--- config.mk ---
export PLATFORM = sky130hd
export DESIGN_NAME = power_modes_reset_control
export DESIGN_NICKNAME = d
export VERILOG_FILES = /design/src/pmrc_pkg.sv /design/src/pmrc_sync.sv /design/src/pmrc_counter.sv /design/src/power_modes_reset_control.sv
export SDC_FILE = /design/constraint.sdc
export NUM_CORES = 1
export LEC_CHECK = 0
export BUFFER_PORTS_ARGS = -buffer_cell sky130_fd_sc_hd__buf_4
export CORE_ASPECT_RATIO = 1.5
export CORE_MARGIN = 3
export CORE_UTILIZATION = 43
export DETAILED_ROUTE_END_ITERATION = 10
export PLACE_DENSITY = 0.75
export SLEW_MARGIN = 10
export SYNTH_ARGS = -nofsm -noshare
export SYNTH_HDL_FRONTEND = slang
export SYNTH_SLANG_ARGS = --single-unit
export TNS_END_PERCENT = 5
--- constraint.sdc ---
create_clock -name clk -period 3.75 [get_ports clk]
set_input_delay 0.1875 -clock clk [delete_from_list [all_inputs] [get_ports clk]]
set_output_delay 0.1875 -clock clk [all_outputs]
set_load 0.005 [all_outputs]
--- src/pmrc_pkg.sv ---
// package for the power-mode and reset controller: offsets, fields, reset values, timing
// assumes a 25 MHz system clock and an APB slave with 32-bit data
package pmrc_pkg;

    // ==========================================================
    // register map (printed offsets are not all word aligned, so they are indices)
    localparam logic [7:0] power_control_idx = 8'h87;
    localparam logic [7:0] supply_monitor_control_idx = 8'hff;
    localparam logic [7:0] reset_cause_idx = 8'hef;
    localparam logic [9:0] power_control_addr = {power_control_idx, 2'b00};
    localparam logic [9:0] supply_monitor_control_addr = {supply_monitor_control_idx, 2'b00};
    localparam logic [9:0] reset_cause_addr = {reset_cause_idx, 2'b00};

    // ==========================================================
    // field positions
    localparam int idle_bit = 0;
    localparam int stop_bit = 1;
    localparam int flags_lsb = 2;
    localparam int monitor_on_bit = 7;
    localparam int above_bit = 6;
    localparam int pin_flag_bit = 0;
    localparam int powerup_flag_bit = 1;
    localparam int lost_clock_bit = 2;

    // ==========================================================
    // reset values
    localparam logic [5:0] general_flags_reset = 6'h00;
    localparam logic [15:0] start_address = 16'h0000;
    localparam logic [7:0] port_latch_reset = 8'hff;

    // ==========================================================
    // timing
    localparam int clk_mhz = 25;
    localparam int powerup_delay_us = 300;
    localparam int powerup_delay_cycles = powerup_delay_us * clk_mhz;
    localparam int lost_clock_timeout_us = 100;
    localparam int lost_clock_cycles = lost_clock_timeout_us * clk_mhz;
    localparam int monitor_turn_on_us = 100;
    localparam int monitor_settle_cycles = monitor_turn_on_us * clk_mhz;

    // ==========================================================
    // sequencer states, gray along the usual path
    typedef enum logic [2:0] {
        st_hold = 3'b000,
        st_delay = 3'b001,
        st_run = 3'b011,
        st_idle = 3'b010,
        st_stop = 3'b110
    } seq_state_type;

    // reset cause
    typedef enum logic [1:0] {
        cause_power = 2'h0,
        cause_pin = 2'h1,
        cause_lost_clock = 2'h2,
        cause_monitor = 2'h3
    } cause_type;

    // what the core sees
    typedef struct packed {
        logic cpu_clock_en;
        logic periph_clock_en;
        logic osc_run;
        logic core_reset;
        logic fetch_restart;
    } core_ctl_type;

endpackage : pmrc_pkg

--- src/pmrc_sync.sv ---
// two-flop synchroniser for a level from outside the clock domain
// assumes the input is a slow level, held many cycles
`timescale 1ns/100ps
`default_nettype none
module pmrc_sync (
    input wire logic clk,
    input wire logic rst_b,
    input wire logic ce,
    input wire logic async_in,
    input wire logic reset_value,
    output logic sync_out
);
    typedef struct packed {
        logic first;
        logic second;
    } sync_state_type;

    sync_state_type state_q;
    sync_state_type state_d;

    // =====================================================
    // first flop only feeds the second
    always_comb begin
        state_d = state_q;
        state_d.first = async_in;
        state_d.second = state_q.first;
    end

    always_ff @(posedge clk) begin
        if (!rst_b) begin
            state_q <= '0;
        end else if (ce) begin
            state_q <= state_d;
        end
    end

    assign sync_out = rst_b ? state_q.second : reset_value;
endmodule : pmrc_sync
`default_nettype wire

--- src/pmrc_counter.sv ---
// down counter for reset delays and timeouts
// assumes load and enable come from logic on the same clock
`timescale 1ns/100ps
`default_nettype none
module pmrc_counter #(
    parameter int width = 16
) (
    input wire logic clk,
    input wire logic rst_b,
    input wire logic ce,
    input wire logic load,
    input wire logic [width-1:0] load_value,
    input wire logic count_en,
    output logic done
);
    typedef struct packed {
        logic [width-1:0] count;
    } cnt_state_type;

    cnt_state_type state_q;
    cnt_state_type state_d;

    // =====================================================
    // load wins over counting
    always_comb begin
        state_d = state_q;
        if (load) begin
            state_d.count = load_value;
        end else if (count_en && state_q.count != '0) begin
            state_d.count = state_q.count - 1'b1;
        end
    end

    always_ff @(posedge clk) begin
        if (!rst_b) begin
            state_q <= '0;
        end else if (ce) begin
            state_q <= state_d;
        end
    end

    assign done = (state_q.count == '0) && !load;
endmodule : pmrc_counter
`default_nettype wire

--- src/power_modes_reset_control.sv ---
// power-mode and reset controller: idle, stop, suspend wake, reset sequencing
// assumes APB master on clk; supply, pin and usb status arrive asynchronously
// What this block does
// - idle bit stops cpu clock after instruction, peripherals run, reads zero
// - enabled interrupt ends idle, cpu resumes after the idle instruction
// - reset during idle runs normal reset sequence from address zero
// - stop bit halts oscillator, cpu, digital peripherals; reads zero
// - only a reset leaves stop, then normal sequence from zero
// - enabled lost clock watch resets out of stop; software disables it
// - upper six power control bits are plain software flags
// - suspended oscillator waits for usb event or matching bus power level
// - reset halts execution, resets registers, ports, interrupts, timers
// - port latches all ones open drain, pullups on during and after
// - power-on and monitor resets drive reset pin low throughout
// - leaving reset clears pc, selects internal oscillator, starts at zero
// - power-up holds reset until supply good, then powerup delay
// - power-on and monitor resets set powerup flag; pin and lost clock resets clear it
// - monitor enabled after power-on; other resets keep its state
// - writing one to pin reset flag forces a power-on reset
// - supply below trip with monitor selected drives pin low, holds core until recovered
// - selecting unsettled monitor as reset source causes a reset
// - bit seven switches monitor; resets need it selected, and a selected monitor that is off resets too
// - bit six shows live monitor output, read only
// - low reset pin resets device; pin flag set on exit
// - lost clock watch resets after timeout without clock edges
//
// Local design decision: the APB interface to the registers.
`timescale 1ns/100ps
`default_nettype none
module power_modes_reset_control #(
    parameter int powerup_cycles = pmrc_pkg::powerup_delay_cycles,
    parameter int lost_clock_limit = pmrc_pkg::lost_clock_cycles,
    parameter int settle_cycles = pmrc_pkg::monitor_settle_cycles
) (
    input wire logic clk,
    input wire logic rst_b,
    input wire logic ce,
    // apb slave
    input wire logic psel,
    input wire logic penable,
    input wire logic pwrite,
    input wire logic [11:0] paddr,
    input wire logic [31:0] pwdata,
    output logic [31:0] prdata,
    output logic pready,
    output logic pslverr,
    // core side
    input wire logic instr_done,
    input wire logic irq_pending,
    input wire logic clock_edge_seen,
    input wire logic osc_suspend,
    input wire logic usb_event,
    input wire logic bus_power,
    input wire logic bus_power_polarity,
    input wire logic supply_good_async,
    // reset pin, open drain
    input wire logic reset_pin_n_in,
    output logic reset_pin_out,
    output logic reset_pin_oe,
    // core controls
    output pmrc_pkg::core_ctl_type core_ctl,
    output logic [15:0] fetch_address,
    output logic [7:0] port_latch,
    output logic port_open_drain,
    output logic weak_pullup_en,
    output logic supply_monitor_on,
    output logic [5:0] general_flags
);
    typedef struct packed {
        pmrc_pkg::seq_state_type state;
        pmrc_pkg::cause_type cause;
        logic [5:0] flags;
        logic idle_req;
        logic stop_req;
        logic monitor_on;
        logic monitor_select;
        logic lost_clock_en;
        logic powerup_flag;
        logic pin_flag;
        logic lost_clock_flag;
        logic pin_drive;
        logic [1:0] pin_mask;
        logic sw_por;
        logic [31:0] rdata;
    } ctl_state_type;

    ctl_state_type state_q;
    ctl_state_type state_d;

    logic supply_good;
    logic pin_low;
    logic usb_wake;
    logic pin_n_sync;
    logic delay_done;
    logic delay_load;
    logic settle_done;
    logic settle_load;
    logic watch_done;
    logic watch_load;
    logic apb_write;
    logic apb_read;
    logic [9:0] word_addr;
    logic mapped;
    logic monitor_fault;
    logic lost_clock;
    logic wake_event;

    // =====================================================
    // synchronisers for asynchronous inputs
    pmrc_sync u_sync_supply (
        .clk(clk),
        .rst_b(rst_b),
        .ce(ce),
        .async_in(supply_good_async),
        .reset_value(1'b0),
        .sync_out(supply_good)
    );

    pmrc_sync u_sync_pin (
        .clk(clk),
        .rst_b(rst_b),
        .ce(ce),
        .async_in(reset_pin_n_in),
        .reset_value(1'b1),
        .sync_out(pin_n_sync)
    );

    pmrc_sync u_sync_usb (
        .clk(clk),
        .rst_b(rst_b),
        .ce(ce),
        .async_in(usb_event),
        .reset_value(1'b0),
        .sync_out(usb_wake)
    );

    // our own drive shows on the pin too; ignore it as an external reset,
    // also for the two cycles the synchroniser still shows it after release
    assign pin_low = !pin_n_sync && !state_q.pin_drive && (state_q.pin_mask == 2'b00);

    // =====================================================
    // timers: powerup delay, monitor settle, lost clock watch
    // powerup delay count
    assign delay_load = (state_q.state != pmrc_pkg::st_delay);
    pmrc_counter #(
        .width(24)
    ) u_delay (
        .clk(clk),
        .rst_b(rst_b),
        .ce(ce),
        .load(delay_load),
        .load_value(24'(powerup_cycles)),
        .count_en(1'b1),
        .done(delay_done)
    );

    // settle restarts whenever the monitor is off
    assign settle_load = !state_q.monitor_on;
    pmrc_counter #(
        .width(24)
    ) u_settle (
        .clk(clk),
        .rst_b(rst_b),
        .ce(ce),
        .load(settle_load),
        .load_value(24'(settle_cycles)),
        .count_en(1'b1),
        .done(settle_done)
    );

    // lost clock timeout
    // clock_edge_seen comes from the analog one-shot domain; it rearms the watch
    assign watch_load = clock_edge_seen || !state_q.lost_clock_en;
    pmrc_counter #(
        .width(24)
    ) u_watch (
        .clk(clk),
        .rst_b(rst_b),
        .ce(ce),
        .load(watch_load),
        .load_value(24'(lost_clock_limit)),
        .count_en(1'b1),
        .done(watch_done)
    );

    assign lost_clock = state_q.lost_clock_en && watch_done;

    // monitor resets need select; a selected monitor resets when off or on low supply
    assign monitor_fault = state_q.monitor_select && (!state_q.monitor_on || !supply_good);

    // suspend wake on usb event or matching bus power
    assign wake_event = usb_wake || (bus_power == bus_power_polarity);

    // =====================================================
    // apb decode; zero wait states
    assign word_addr = paddr[11:2];
    assign apb_write = psel && penable && pwrite;
    assign apb_read = psel && !penable && !pwrite;
    always_comb begin
        if (word_addr == pmrc_pkg::power_control_addr[9:2]) begin
            mapped = 1'b1;
        end else if (word_addr == pmrc_pkg::supply_monitor_control_addr[9:2]) begin
            mapped = 1'b1;
        end else if (word_addr == pmrc_pkg::reset_cause_addr[9:2]) begin
            mapped = 1'b1;
        end else begin
            mapped = 1'b0;
        end
    end

    // =====================================================
    // sequencer and registers
    always_comb begin
        state_d = state_q;
        // history of our own pin drive, matches the synchroniser depth
        state_d.pin_mask = {state_q.pin_mask[0], state_q.pin_drive};
        // read data captured in setup, held through access
        if (apb_read) begin
            state_d.rdata = 32'h0000_0000;
            if (word_addr == pmrc_pkg::power_control_addr[9:2]) begin
                state_d.rdata[7:0] = {state_q.flags, 2'b00};
            end else if (word_addr == pmrc_pkg::supply_monitor_control_addr[9:2]) begin
                state_d.rdata[pmrc_pkg::monitor_on_bit] = state_q.monitor_on;
                state_d.rdata[pmrc_pkg::above_bit] = supply_good;
            end else if (word_addr == pmrc_pkg::reset_cause_addr[9:2]) begin
                state_d.rdata[pmrc_pkg::pin_flag_bit] = state_q.pin_flag;
                state_d.rdata[pmrc_pkg::powerup_flag_bit] = state_q.powerup_flag;
                state_d.rdata[pmrc_pkg::lost_clock_bit] = state_q.lost_clock_flag;
            end
        end
        if (apb_write && state_q.state != pmrc_pkg::st_hold && state_q.state != pmrc_pkg::st_delay) begin
            if (word_addr == pmrc_pkg::power_control_addr[9:2]) begin
                state_d.flags = pwdata[7:pmrc_pkg::flags_lsb];
                state_d.idle_req = pwdata[pmrc_pkg::idle_bit];
                state_d.stop_req = pwdata[pmrc_pkg::stop_bit];
            end else if (word_addr == pmrc_pkg::supply_monitor_control_addr[9:2]) begin
                state_d.monitor_on = pwdata[pmrc_pkg::monitor_on_bit];
            end else if (word_addr == pmrc_pkg::reset_cause_addr[9:2]) begin
                state_d.monitor_select = pwdata[pmrc_pkg::powerup_flag_bit];
                if (pwdata[pmrc_pkg::powerup_flag_bit] && !settle_done) begin
                    state_d.sw_por = 1'b1;
                end
                state_d.lost_clock_en = pwdata[pmrc_pkg::lost_clock_bit];
                if (pwdata[pmrc_pkg::pin_flag_bit]) begin
                    state_d.sw_por = 1'b1;
                end
            end
        end
        case (state_q.state)
            pmrc_pkg::st_hold: begin
                state_d.pin_drive = (state_q.cause == pmrc_pkg::cause_power)
                    || (state_q.cause == pmrc_pkg::cause_monitor);
                if (supply_good && !pin_low) begin
                    state_d.state = pmrc_pkg::st_delay;
                end
            end
            pmrc_pkg::st_delay: begin
                if (!supply_good || pin_low) begin
                    state_d.state = pmrc_pkg::st_hold;
                end else if (delay_done) begin
                    state_d.state = pmrc_pkg::st_run;
                    state_d.pin_drive = 1'b0;
                    state_d.powerup_flag = (state_q.cause == pmrc_pkg::cause_power)
                        || (state_q.cause == pmrc_pkg::cause_monitor);
                    state_d.pin_flag = (state_q.cause == pmrc_pkg::cause_pin);
                    state_d.lost_clock_flag = (state_q.cause == pmrc_pkg::cause_lost_clock);
                end
            end
            pmrc_pkg::st_run: begin
                if (state_q.stop_req && instr_done) begin
                    state_d.state = pmrc_pkg::st_stop;
                    state_d.stop_req = 1'b0;
                    state_d.idle_req = 1'b0;
                end else if (state_q.idle_req && instr_done) begin
                    state_d.state = pmrc_pkg::st_idle;
                end
            end
            pmrc_pkg::st_idle: begin
                if (irq_pending) begin
                    state_d.idle_req = 1'b0;
                    state_d.state = pmrc_pkg::st_run;
                end
            end
            pmrc_pkg::st_stop: begin
                state_d.state = pmrc_pkg::st_stop;
            end
            default: begin
                state_d.state = pmrc_pkg::st_hold;
            end
        endcase
        // resets from any running state, priority power then pin then others
        // reset restarts the sequence
        if (state_q.state != pmrc_pkg::st_hold && state_q.state != pmrc_pkg::st_delay) begin
            if (state_q.sw_por) begin
                state_d.state = pmrc_pkg::st_hold;
                state_d.cause = pmrc_pkg::cause_power;
                state_d.monitor_on = 1'b1;
                state_d.monitor_select = 1'b0;
            end else if (pin_low) begin
                state_d.state = pmrc_pkg::st_hold;
                state_d.cause = pmrc_pkg::cause_pin;
            end else if (monitor_fault) begin
                state_d.state = pmrc_pkg::st_hold;
                state_d.cause = pmrc_pkg::cause_monitor;
            end else if (lost_clock) begin
                state_d.state = pmrc_pkg::st_hold;
                state_d.cause = pmrc_pkg::cause_lost_clock;
            end
            if (state_d.state == pmrc_pkg::st_hold) begin
                // power control bits back to reset values; lost clock enable kept, monitor kept except on power-on
                state_d.sw_por = 1'b0;
                state_d.flags = pmrc_pkg::general_flags_reset;
                state_d.idle_req = 1'b0;
                state_d.stop_req = 1'b0;
            end
        end
    end

    always_ff @(posedge clk) begin
        if (!rst_b) begin
            state_q <= '0;
            state_q.state <= pmrc_pkg::st_hold;
            state_q.cause <= pmrc_pkg::cause_power;
            state_q.monitor_on <= 1'b1;
            state_q.pin_drive <= 1'b1;
        end else if (ce) begin
            state_q <= state_d;
        end
    end

    // =====================================================
    // apb answers
    assign pready = 1'b1;
    assign pslverr = psel && penable && !mapped;
    assign prdata = state_q.rdata;

    // =====================================================
    // core controls
    // core held in reset, restart at zero
    always_comb begin
        core_ctl.core_reset = (state_q.state == pmrc_pkg::st_hold)
            || (state_q.state == pmrc_pkg::st_delay);
        core_ctl.fetch_restart = core_ctl.core_reset;
        core_ctl.cpu_clock_en = (state_q.state == pmrc_pkg::st_run);
        core_ctl.periph_clock_en = (state_q.state != pmrc_pkg::st_stop);
        core_ctl.osc_run = (state_q.state != pmrc_pkg::st_stop) && (!osc_suspend || wake_event);
    end

    assign fetch_address = pmrc_pkg::start_address;
    // port latches ones in reset, pullups always on
    assign port_latch = pmrc_pkg::port_latch_reset;
    assign port_open_drain = core_ctl.core_reset;
    assign weak_pullup_en = 1'b1;
    assign reset_pin_out = 1'b0;
    assign reset_pin_oe = state_q.pin_drive;
    assign supply_monitor_on = state_q.monitor_on;
    assign general_flags = state_q.flags;
endmodule : power_modes_reset_control
`default_nettype wire

==> metrics.cfg, run 1 <==
[status]
status = finished, final reports clean

[clocking]
postCtsSetupRepairBufs = 0
htreeDepth = 3
clkSlewWorstSetupHoldPaths_ns = 0.07
cts-root-buf = clkbuf_16
cts_tree = yes
clkLatencyLatePin_ns = 0.35
cts_made_buffers = 9
ctsResizeCount = 0
ctsHoldBuffers = 0
clock-sinks = 109
clockBufferDepth = 2

[timing]
hold_viol = 0
fin_skew_ns = 0.00953
worst_slew_pin_slew_ns = 0.783
period_minus_slack_ns = 2.46
whs_ns = 0.0515
period_share_pct = 65.5
setup_viol = 0
drv_slew = 0
max_freq_ghz = 0.407
rsz0062_at_grt = no
finalSetupTns_ns = 0
timing.slew.headroom_pct = 47.7

[drt]
dr_total_vias = 4697
viasPerCell = 5.38
drt_pass1_iterations = 4
wirelength_um = 11900
drc = 0
drt-wirelength-per-cell_um = 13.6
drt_iter0_drc = 231
drtAntennaViolNets = 0

[die]
core-area_sq_um = 13100
dieArea_sq_um = 15000
rows = 51
die_w_um = 101
start_util_pct = 44.3
io_pins = 133
die_y_um = 149

[pwr]
p_int_mw = 2.16
p_seq_share_pct = 43.3
leakage_nw = 2.43
clockPowerShare_pct = 27.9
switching_share_pct = 34.0
ir_drop_uv = 244
p_sw_mw = 1.11
combPwrFrac_pct = 28.8
power_density_nw_per_um2 = 518

[synthesis]
synth_commonest_cells = 109 x dfxtp_1, 70 x nor2_1, 67 x buf_4
yosysWarnings = 0
synth_edf_count = 0
synth_mux_area_share_pct = 1.74
synth_xor_area_share_pct = 8.42
synthCells = 681
ys_ff_latch = 109
synth_compound_area_share_pct = 12.8
synthTopCellsByArea = dfxtp_1 37%, buf_4 8.6%, xnor2_1 5.6%
yosysMostFrequentCell = dfxtp_1
synth_top_family_by_area = simple AND/OR/NAND/NOR gates
async_flop_share_pct = 0
synthAdderAreaFrac_pct = 1.29
synth_top_area_share_pct = 37.4
synth_top_flop_cell = dfxtp_1
synth_top_area_cell = dfxtp_1
synthSimpleGateAreaFrac_pct = 26.6
synthesis.area_sq_um = 5830
ys_seq_area_share_pct = 37.4
synth.distinct_cells = 66
syn_avg_cell_area_sq_um = 8.56

[placement]
port_buffers = 55
post-dp-hpwl_um = 8540
place.gp.congestion = 0.803
place_inst = 857

[global_route]
antenna_found_initial = 0
globalRouteOverflowTotal = 0
grt_usage_pct = 15.8
grt_pass1_vias = 4394
grt_max_degree = 60
grt_first_pass_wirelength_um = 19700

[worst_setup_path]
critPathRequiredTime_ns = 3.99
slowest_stage = or4_4
crit_path_start = u_watch.state_q[6]$_SDFFE_PN0P_
crit_type = reg -> reg
critPathBufInv = 1
crit_chain = or4_4 -> nor4_1 -> nand3_1 -> buf_4 -> a2bb2oi_2 -> o21ai_1 -> a22o_1
cp_max_fo = 13
critical_path_arrival_ns = 2.70
r2r-start = u_watch.state_q[6]$_SDFFE_PN0P_
critPathLaunchType = flip-flop
cp_top_family = simple AND/OR/NAND/NOR gates
max_stage_delay_ns = 0.57
cp-end-kind = flip-flop

[min_path]
min-delay-start = pwdata[3]
hold_class = in -> reg

[final_layout]
seqCellArea_sq_um = 2180
nets = 774
syn2layout_area_growth_pct = 8.39
layout-drive-gt1-share_pct = 13.4
multi_input_area_sq_um = 3160
final_cells = 873
final_core_util_pct = 48.1
antenna-diode-count = 0
fill_cells = 1248

[job]
max_cap_viol_count = 0

-- state kept, by name (all words and copies together), names as in the netlist, 6 cells and up --
signal	count
u_delay.state_q	24
u_watch.state_q	24
u_settle.state_q	24
state_q	14
prdata	8
general_flags	6
-- worst paths after layout --
path                                                      end  slack, ns  depth (start not counted)
worst max-delay path            general_flags[4]$_SDFFE_PN0P_       1.29                          7
worst max register to register  general_flags[4]$_SDFFE_PN0P_       1.29                          7
worst min-delay path            general_flags[1]$_SDFFE_PN0P_       0.05                          2
worst min register to register       state_q[38]$_SDFFE_PN0P_       0.46                          2
-- cells in the final DEF (no fill, tap or decap), drive strengths merged, types with 9 or more instances in the layout --
master  count
nor2b      16
nand2b      9
nor4       24
nor3       29
a21oi      24
nand3      27
buf        59
nand4      10
a21boi     22
mux2i       9
nor2       70
conb       51
dfxtp     109
xor2       19
clkbuf     10
xnor2      37
o21ai      24
nand2      40
inv        18
or3        11
-- stage by stage --
stage / total power [mW] / worst slack, ns / area [sq um]
2_1_floorplan: 2.23 / 1.61 / 6010
3_3_place_gp: 2.35 / 1.33 / 6030
3_5_place_dp: 2.37 / 1.32 / 6030
4_1_cts: 3.29 / 1.30 / 6320
5_1_grt: 3.49 / 0.990 / 6320
6_report: 3.27 / 1.29 / 6320
-- power by group through the flow --
stage | Clock, mW | Combinational [mW] | Sequential (mW)
2_1_floorplan | 0 | 0.819 | 1.41
3_3_place_gp | 0 | 0.918 | 1.43
3_5_place_dp | 0 | 0.937 | 1.44
4_1_cts | 0.933 | 0.943 | 1.41
5_1_grt | 0.980 | 1.07 | 1.43
6_report | 0.912 | 0.941 | 1.42
-- routing by layer --
| metal | wire (um) | global-route usage (%) | vias up |
|---|---|---|---|
| met5 | 0 | 0 | - |
| met4 | 404 | 7.32 | 0 |
| met3 | 615 | 2.63 | 29 |
| met2 | 6150 | 28.3 | 140 |
| met1 | 4750 | 18.0 | 2187 |
| li1 | - | - | 2341 |
-- logic make-up (layout without fill, tap and decap cells) --
logic type      count (synthesis)  after routing
other cells                     2             51
xor+xnor                       56             56
compound gates                108            108
simple gates                  285            285
flops                         109            109
buf+inv                       105             89
fa+ha+maj                       6              6
mux                            10             10
-- cell type report --
class / count / area share (%)
well taps: 159 / 3.15
clock buffers: 10 / 3.62
inverters: 14 / 0.832
repair buffers: 59 / 7.01
flip-flops and latches: 109 / 34.5
clock inverters: 6 / 0.871
multi-input cells: 516 / 50.0
Power figures use the tool's default switching activity.
==> inputs of run 2 (changes only) <==
--- a/config.mk
+++ b/config.mk
@@ -5,12 +5,13 @@
 export SDC_FILE = /design/constraint.sdc
 export NUM_CORES = 1
 export LEC_CHECK = 0
+export ABC_AREA = 1
 export BUFFER_PORTS_ARGS = -buffer_cell sky130_fd_sc_hd__buf_4
 export CORE_ASPECT_RATIO = 1.5
 export CORE_MARGIN = 3
 export CORE_UTILIZATION = 43
 export DETAILED_ROUTE_END_ITERATION = 10
-export PLACE_DENSITY = 0.75
+export PLACE_DENSITY = 0.73
 export SLEW_MARGIN = 10
 export SYNTH_ARGS = -nofsm -noshare
 export SYNTH_HDL_FRONTEND = slang
==> constraint.sdc (replaced) <==
create_clock -name clk -period 2.3 [get_ports clk]
set_input_delay 0.115 -clock clk [delete_from_list [all_inputs] [get_ports clk]]
set_output_delay 0.115 -clock clk [all_outputs]
set_load 0.005 [all_outputs]
==> run 2 against run 1 <==
Total power is 110% higher. Die area is 20% higher. First-iteration DRC count is 71% higher. Worst setup slack worse by 0.98 ns. Combinational power grew to 3.0 times the previous value. Critical endpoint is now u_watch.state_q[20]$_SDFFE_PN0P_. Largest power group is now combinational cells.
==> metrics.cfg, run 2 <==
[status]
status = finished, final reports clean

[final_layout]
syn2layout_area_growth_pct = 8.50
layout-drive-gt1-share_pct = 13.1
mostFrequentLayoutCells = 242 x nand2_1, 222 x nor2_1, 109 x dfxtp_1, 82 x inv_1
final_common_cell = nand2_1
reg_top3 = u_delay.state_q x24, u_settle.state_q x24, u_watch.state_q x24
final_core_util_pct = 48.2
nets = 1198
multi_input_area_sq_um = 4030
fin_area_sq_um = 7670
antenna-diode-count = 0
seqCellArea_sq_um = 2180
fill_cells = 1651

[worst_setup_path]
cp_max_fo = 18
critPathRequiredTime_ns = 2.55
cp-end-kind = flip-flop
critical_path_arrival_ns = 2.24
crit_type = reg -> reg
critPathLaunchType = flip-flop

[placement]
placedInstanceArea_sq_um = 7360
place_ws_ns = 0.295
port_buffers = 55
place.gp.congestion = 0.925
post-dp-hpwl_um = 12800

[min_path]
hold_class = in -> reg

[global_route]
antenna_found_initial = 0
globalRouteOverflowTotal = 0
grt_max_degree = 44
grt_first_pass_wirelength_um = 28500
grt_usage_pct = 18.9
grt_pass1_vias = 6149

[pwr]
p_int_mw = 3.84
p_sw_mw = 2.87
ir_drop_uv = 752
p_seq_share_pct = 35.1
leakage_nw = 3.48
clockPowerShare_pct = 22.6
combPwrFrac_pct = 42.3
power_density_nw_per_um2 = 876
switching_share_pct = 42.8

[drt]
viasPerCell = 4.95
drc = 0
wirelength_um = 16900
drt_pass1_iterations = 5
drt_iter0_drc = 395
drtAntennaViolNets = 0
drt-wirelength-per-cell_um = 12.6
dr_total_vias = 6634

[timing]
fin_skew_ns = 0.0115
max_freq_ghz = 0.502
whs_ns = 0.0446
period_minus_slack_ns = 1.99
finalSetupTns_ns = 0
fin_ws_ns = 0.310
rsz0062_at_grt = no
worst_slew_pin_slew_ns = 0.539
timing.slew.headroom_pct = 64.0
hold_viol = 0
drv_slew = 0
period_share_pct = 86.5
setup_viol = 0

[synthesis]
synth_top_flop_cell = dfxtp_1
synth_top_area_share_pct = 30.9
synthesis.area_sq_um = 7070
synthTopCellsByArea = dfxtp_1 31%, nand2_1 13%, nor2_1 12%
async_flop_share_pct = 0
synth_commonest_cells = 242 x nand2_1, 222 x nor2_1, 109 x dfxtp_1
ys_seq_area_share_pct = 30.9
syn_avg_cell_area_sq_um = 6.45
ys_ff_latch = 109
synth_edf_count = 0
synthCells = 1096
synth_top_area_cell = dfxtp_1
yosysWarnings = 0
synth.distinct_cells = 37
yosysMostFrequentCell = nand2_1

[clocking]
htreeDepth = 3
postCtsSetupRepairBufs = 0
clockBufferDepth = 2
cts_tree = yes
cts_made_buffers = 9
clkLatencyLatePin_ns = 0.36
ctsHoldBuffers = 3
clock-sinks = 109
clkSlewWorstSetupHoldPaths_ns = 0.08
ctsResizeCount = 0
cts-root-buf = clkbuf_16

[die]
start_util_pct = 44.4
core-area_sq_um = 15900
io_pins = 133
die_y_um = 163
rows = 56
dieArea_sq_um = 18000
die_w_um = 111

[job]
max_cap_viol_count = 0

-- run 2: changes by cell type after synthesis, sizes merged, moves of 11 or more --
cell | previous run | this run
nand2 | 40 | 260
nor2 | 70 | 234
inv | 14 | 87
a21oi | 24 | 92
nand3 | 27 | 67
xnor2 | 37 | 6
o21ai | 24 | 51
nor3 | 29 | 6
nor4 | 24 | 1
a21boi | 22 | 0
nand4 | 10 | 28
nor2b | 16 | 0
or3 | 11 | 0
-- run 2: final timing paths --
check	slack, ns	end	depth (start not counted)	startpoint
worst max register to register	0.31	u_watch.state_q[20]$_SDFFE_PN0P_	12	u_watch.state_q[0]$_SDFFE_PN0P_
worst min register to register	0.47	prdata[1]$_SDFFE_PN0P_	2	state_q[38]$_SDFFE_PN0P_
worst max-delay path	0.31	u_watch.state_q[20]$_SDFFE_PN0P_	12	u_watch.state_q[0]$_SDFFE_PN0P_
worst min-delay path	0.04	state_q[39]$_SDFFE_PN0P_	3	pwdata[2]
-- run 2: logic make-up after synthesis --
logic type / synth area share (%)
and+or+nand+nor: 36.4
buffers and inverters: 14.7
AOI/OAI and AO/OA: 12.6
DFF: 30.9
xor gates and xnor gates: 4.21
adders and majority gates: 1.06
other: 0.106
-- run 2: critical path, cell delays in order, from the launching register on --
cell and delay (ns):
dfxtp_1 0.35, inv_1 0.09, ha_1 0.22, nand2_1 0.09, nor2_1 0.06, nand2_1 0.12
nor2_1 0.07, nand2_2 0.12, nand2_4 0.15, nor2_1 0.30, nand2_1 0.10, o21ai_0 0.17
nor2_1 0.05
-- run 2: final cells by class --
cell class / instances / area share (%)
Multi-Input combinational cell: 849 / 52.5
Sequential cell: 109 / 28.5
Timing Repair Buffer: 77 / 7.80
Inverter: 87 / 4.26
Tap cell: 203 / 3.31
Clock buffer: 10 / 2.99
Clock inverter: 6 / 0.669
-- run 2: power by group through the flow --
stage / clock network, mW / logic (mW) / registers (mW)
2_1_floorplan: 0 / 2.32 / 2.33
3_3_place_gp: 0 / 2.76 / 2.38
3_5_place_dp: 0 / 2.82 / 2.39
4_1_cts: 1.56 / 2.83 / 2.35
5_1_grt: 1.63 / 3.29 / 2.39
6_report: 1.51 / 2.84 / 2.36
-- run 2: metrics by stage --
stage | power (mW) | cells
5_1_grt | 7.31 | 1341
3_3_place_gp | 5.14 | 1322
4_1_cts | 6.74 | 1341
2_1_floorplan | 4.65 | 1145
6_report | 6.72 | 1341
3_5_place_dp | 5.20 | 1322
-- run 2: metal layers --
metal / vias up / wire length (um) / GRT usage (%)
li1: 3468 / - / -
met1: 3000 / 6860 / 21.1
met2: 136 / 9050 / 35.8
met3: 30 / 561 / 2.34
met4: 0 / 458 / 8.24
met5: - / 0 / 0
==> inputs of run 3 (changes only) <==
==> constraint.sdc (replaced) <==
create_clock -name clk -period 2.3 [get_ports clk]
set_input_delay 0.46 -clock clk [delete_from_list [all_inputs] [get_ports clk]]
set_output_delay 0.46 -clock clk [all_outputs]
set_load 0.005 [all_outputs]
==> run 3 against run 2 <==
Final area up 0.18%. Clock skew down 0.0039 ns. Sequential cell count unchanged. Via count up 0.60%. Non-clock buffer count down 2. Wire length up 1.1%. First-iteration DRC count down 21%. Core utilization up 0.087 points.
==> metrics.cfg, run 3 (synthesis gave the netlist of run 2 again) <==
[placement]
post-dp-hpwl_um = 12900
place_ws_ns = 0.306
port_buffers = 55
place_inst = 1323
placedInstanceArea_sq_um = 7370
place.gp.congestion = 0.968

[final_layout]
syn2layout_area_growth_pct = 8.69
nets = 1196
final_cells = 1339
seqCellArea_sq_um = 2180
multi_input_area_sq_um = 4030
fill_cells = 1670
final_common_cell = nand2_1
reg_top3 = u_delay.state_q x24, u_settle.state_q x24, u_watch.state_q x24
final_core_util_pct = 48.3
mostFrequentLayoutCells = 242 x nand2_1, 222 x nor2_1, 109 x dfxtp_1, 82 x inv_1, 74 x buf_4
fin_area_sq_um = 7680
layout-drive-gt1-share_pct = 13.3
antenna-diode-count = 0

[drt]
wirelength_um = 17100
viasPerCell = 4.98
drt-wirelength-per-cell_um = 12.8
drt_iter0_drc = 314
drc = 0
drtAntennaViolNets = 0
dr_total_vias = 6674
drt_pass1_iterations = 5

[die]
dieArea_sq_um = 18000
die_y_um = 163
start_util_pct = 44.4
die_w_um = 111
rows = 56
io_pins = 133
core-area_sq_um = 15900

[clocking]
clkSlewWorstSetupHoldPaths_ns = 0.08
cts_made_buffers = 9
ctsResizeCount = 0
clkLatencyLatePin_ns = 0.36
cts-root-buf = clkbuf_16
htreeDepth = 3
clockBufferDepth = 2
postCtsSetupRepairBufs = 0
ctsHoldBuffers = 0
clock-sinks = 109
cts_tree = yes

[global_route]
antenna_found_initial = 0
grtUsageMet3_pct = 2.56
grt_usage_pct = 19.1
grt_use_met1_pct = 20.7
grt_pass1_vias = 6298
grt_max_degree = 38
grt_first_pass_wirelength_um = 28700
gr-usage-met2_pct = 36.9
globalRouteOverflowTotal = 0
busiest_layer = met2

[worst_setup_path]
critPathLaunchType = flip-flop
cp_top_family = buffers and inverters
critPathBufInv = 3
crit_chain = inv_1 -> ha_1 -> inv_1 -> nor2_1 -> nand2_1 -> nor2_4 -> nand3_4 -> o21ai_2 -> inv_1 -> o21ai_0 -> a21oi_2
max_stage_delay_ns = 0.45
cp_common_cell = inv_1
critPathRequiredTime_ns = 2.61
r2r_slack_ns = 0.30
slowest_stage = inv_1
crit_type = reg -> reg
cp_max_fo = 18
critical_path_arrival_ns = 2.31
cp-end-kind = flip-flop

[pwr]
leakage_nw = 3.48
power_density_nw_per_um2 = 890
power_mw = 6.84
ir_drop_uv = 722

[timing]
whs_ns = 0.319
fin_ws_ns = 0.299
period_minus_slack_ns = 2.00
finalSetupTns_ns = 0
fin_skew_ns = 0.00763
timing.slew.headroom_pct = 61.6
setup_viol = 0
period_share_pct = 87.0
drv_slew = 0
worst_slew_pin_slew_ns = 0.575
max_freq_ghz = 0.500
rsz0062_at_grt = no
hold_viol = 0

[status]
status = finished, final reports clean

[min_path]
hold_class = in -> reg

[job]
max_cap_viol_count = 0

[run 3: worst paths after layout]
path	from	cells past startpoint	end
worst max register to register	u_delay.state_q[0]$_SDFFE_PN0P_	11	u_delay.state_q[2]$_SDFFE_PN0P_
worst max-delay path	u_delay.state_q[0]$_SDFFE_PN0P_	11	u_delay.state_q[2]$_SDFFE_PN0P_
worst min-delay path	usb_event	3	u_sync_usb.state_d[0]$_SDFFE_PN0P_
worst min register to register	u_watch.state_q[1]$_SDFFE_PN0P_	2	u_watch.state_q[1]$_SDFFE_PN0P_
[run 3: tightest hold or removal path: cells and delay by family]
kind,cells,cell delay (ns)
buffers and inverters,1,0.08
AND/OR/NAND/NOR,2,0.11
[run 3: metal layers]
layer  vias up  part of all wire (%)  wire length (um)
met4         0                   2.7               469
met1      3051                    40              6810
li1       3462                     -                 -
met2       132                    54              9240
met5         -                     0                 0
met3        29                   3.5               592
[run 3: cell type report]
cell class / instances / share of cell area, %
Clock buffer: 9 / 2.93
Tap cell: 203 / 3.31
Multi-Input combinational cell: 849 / 52.4
Timing Repair Buffer: 75 / 7.49
Inverter: 87 / 4.25
Sequential cell: 109 / 28.4
Clock inverter: 7 / 1.19
[run 3: power by group]
part / switching, mW / internal [mW]
sequential: 0.243 / 2.11
combinational: 1.84 / 0.980
clock: 0.791 / 0.872
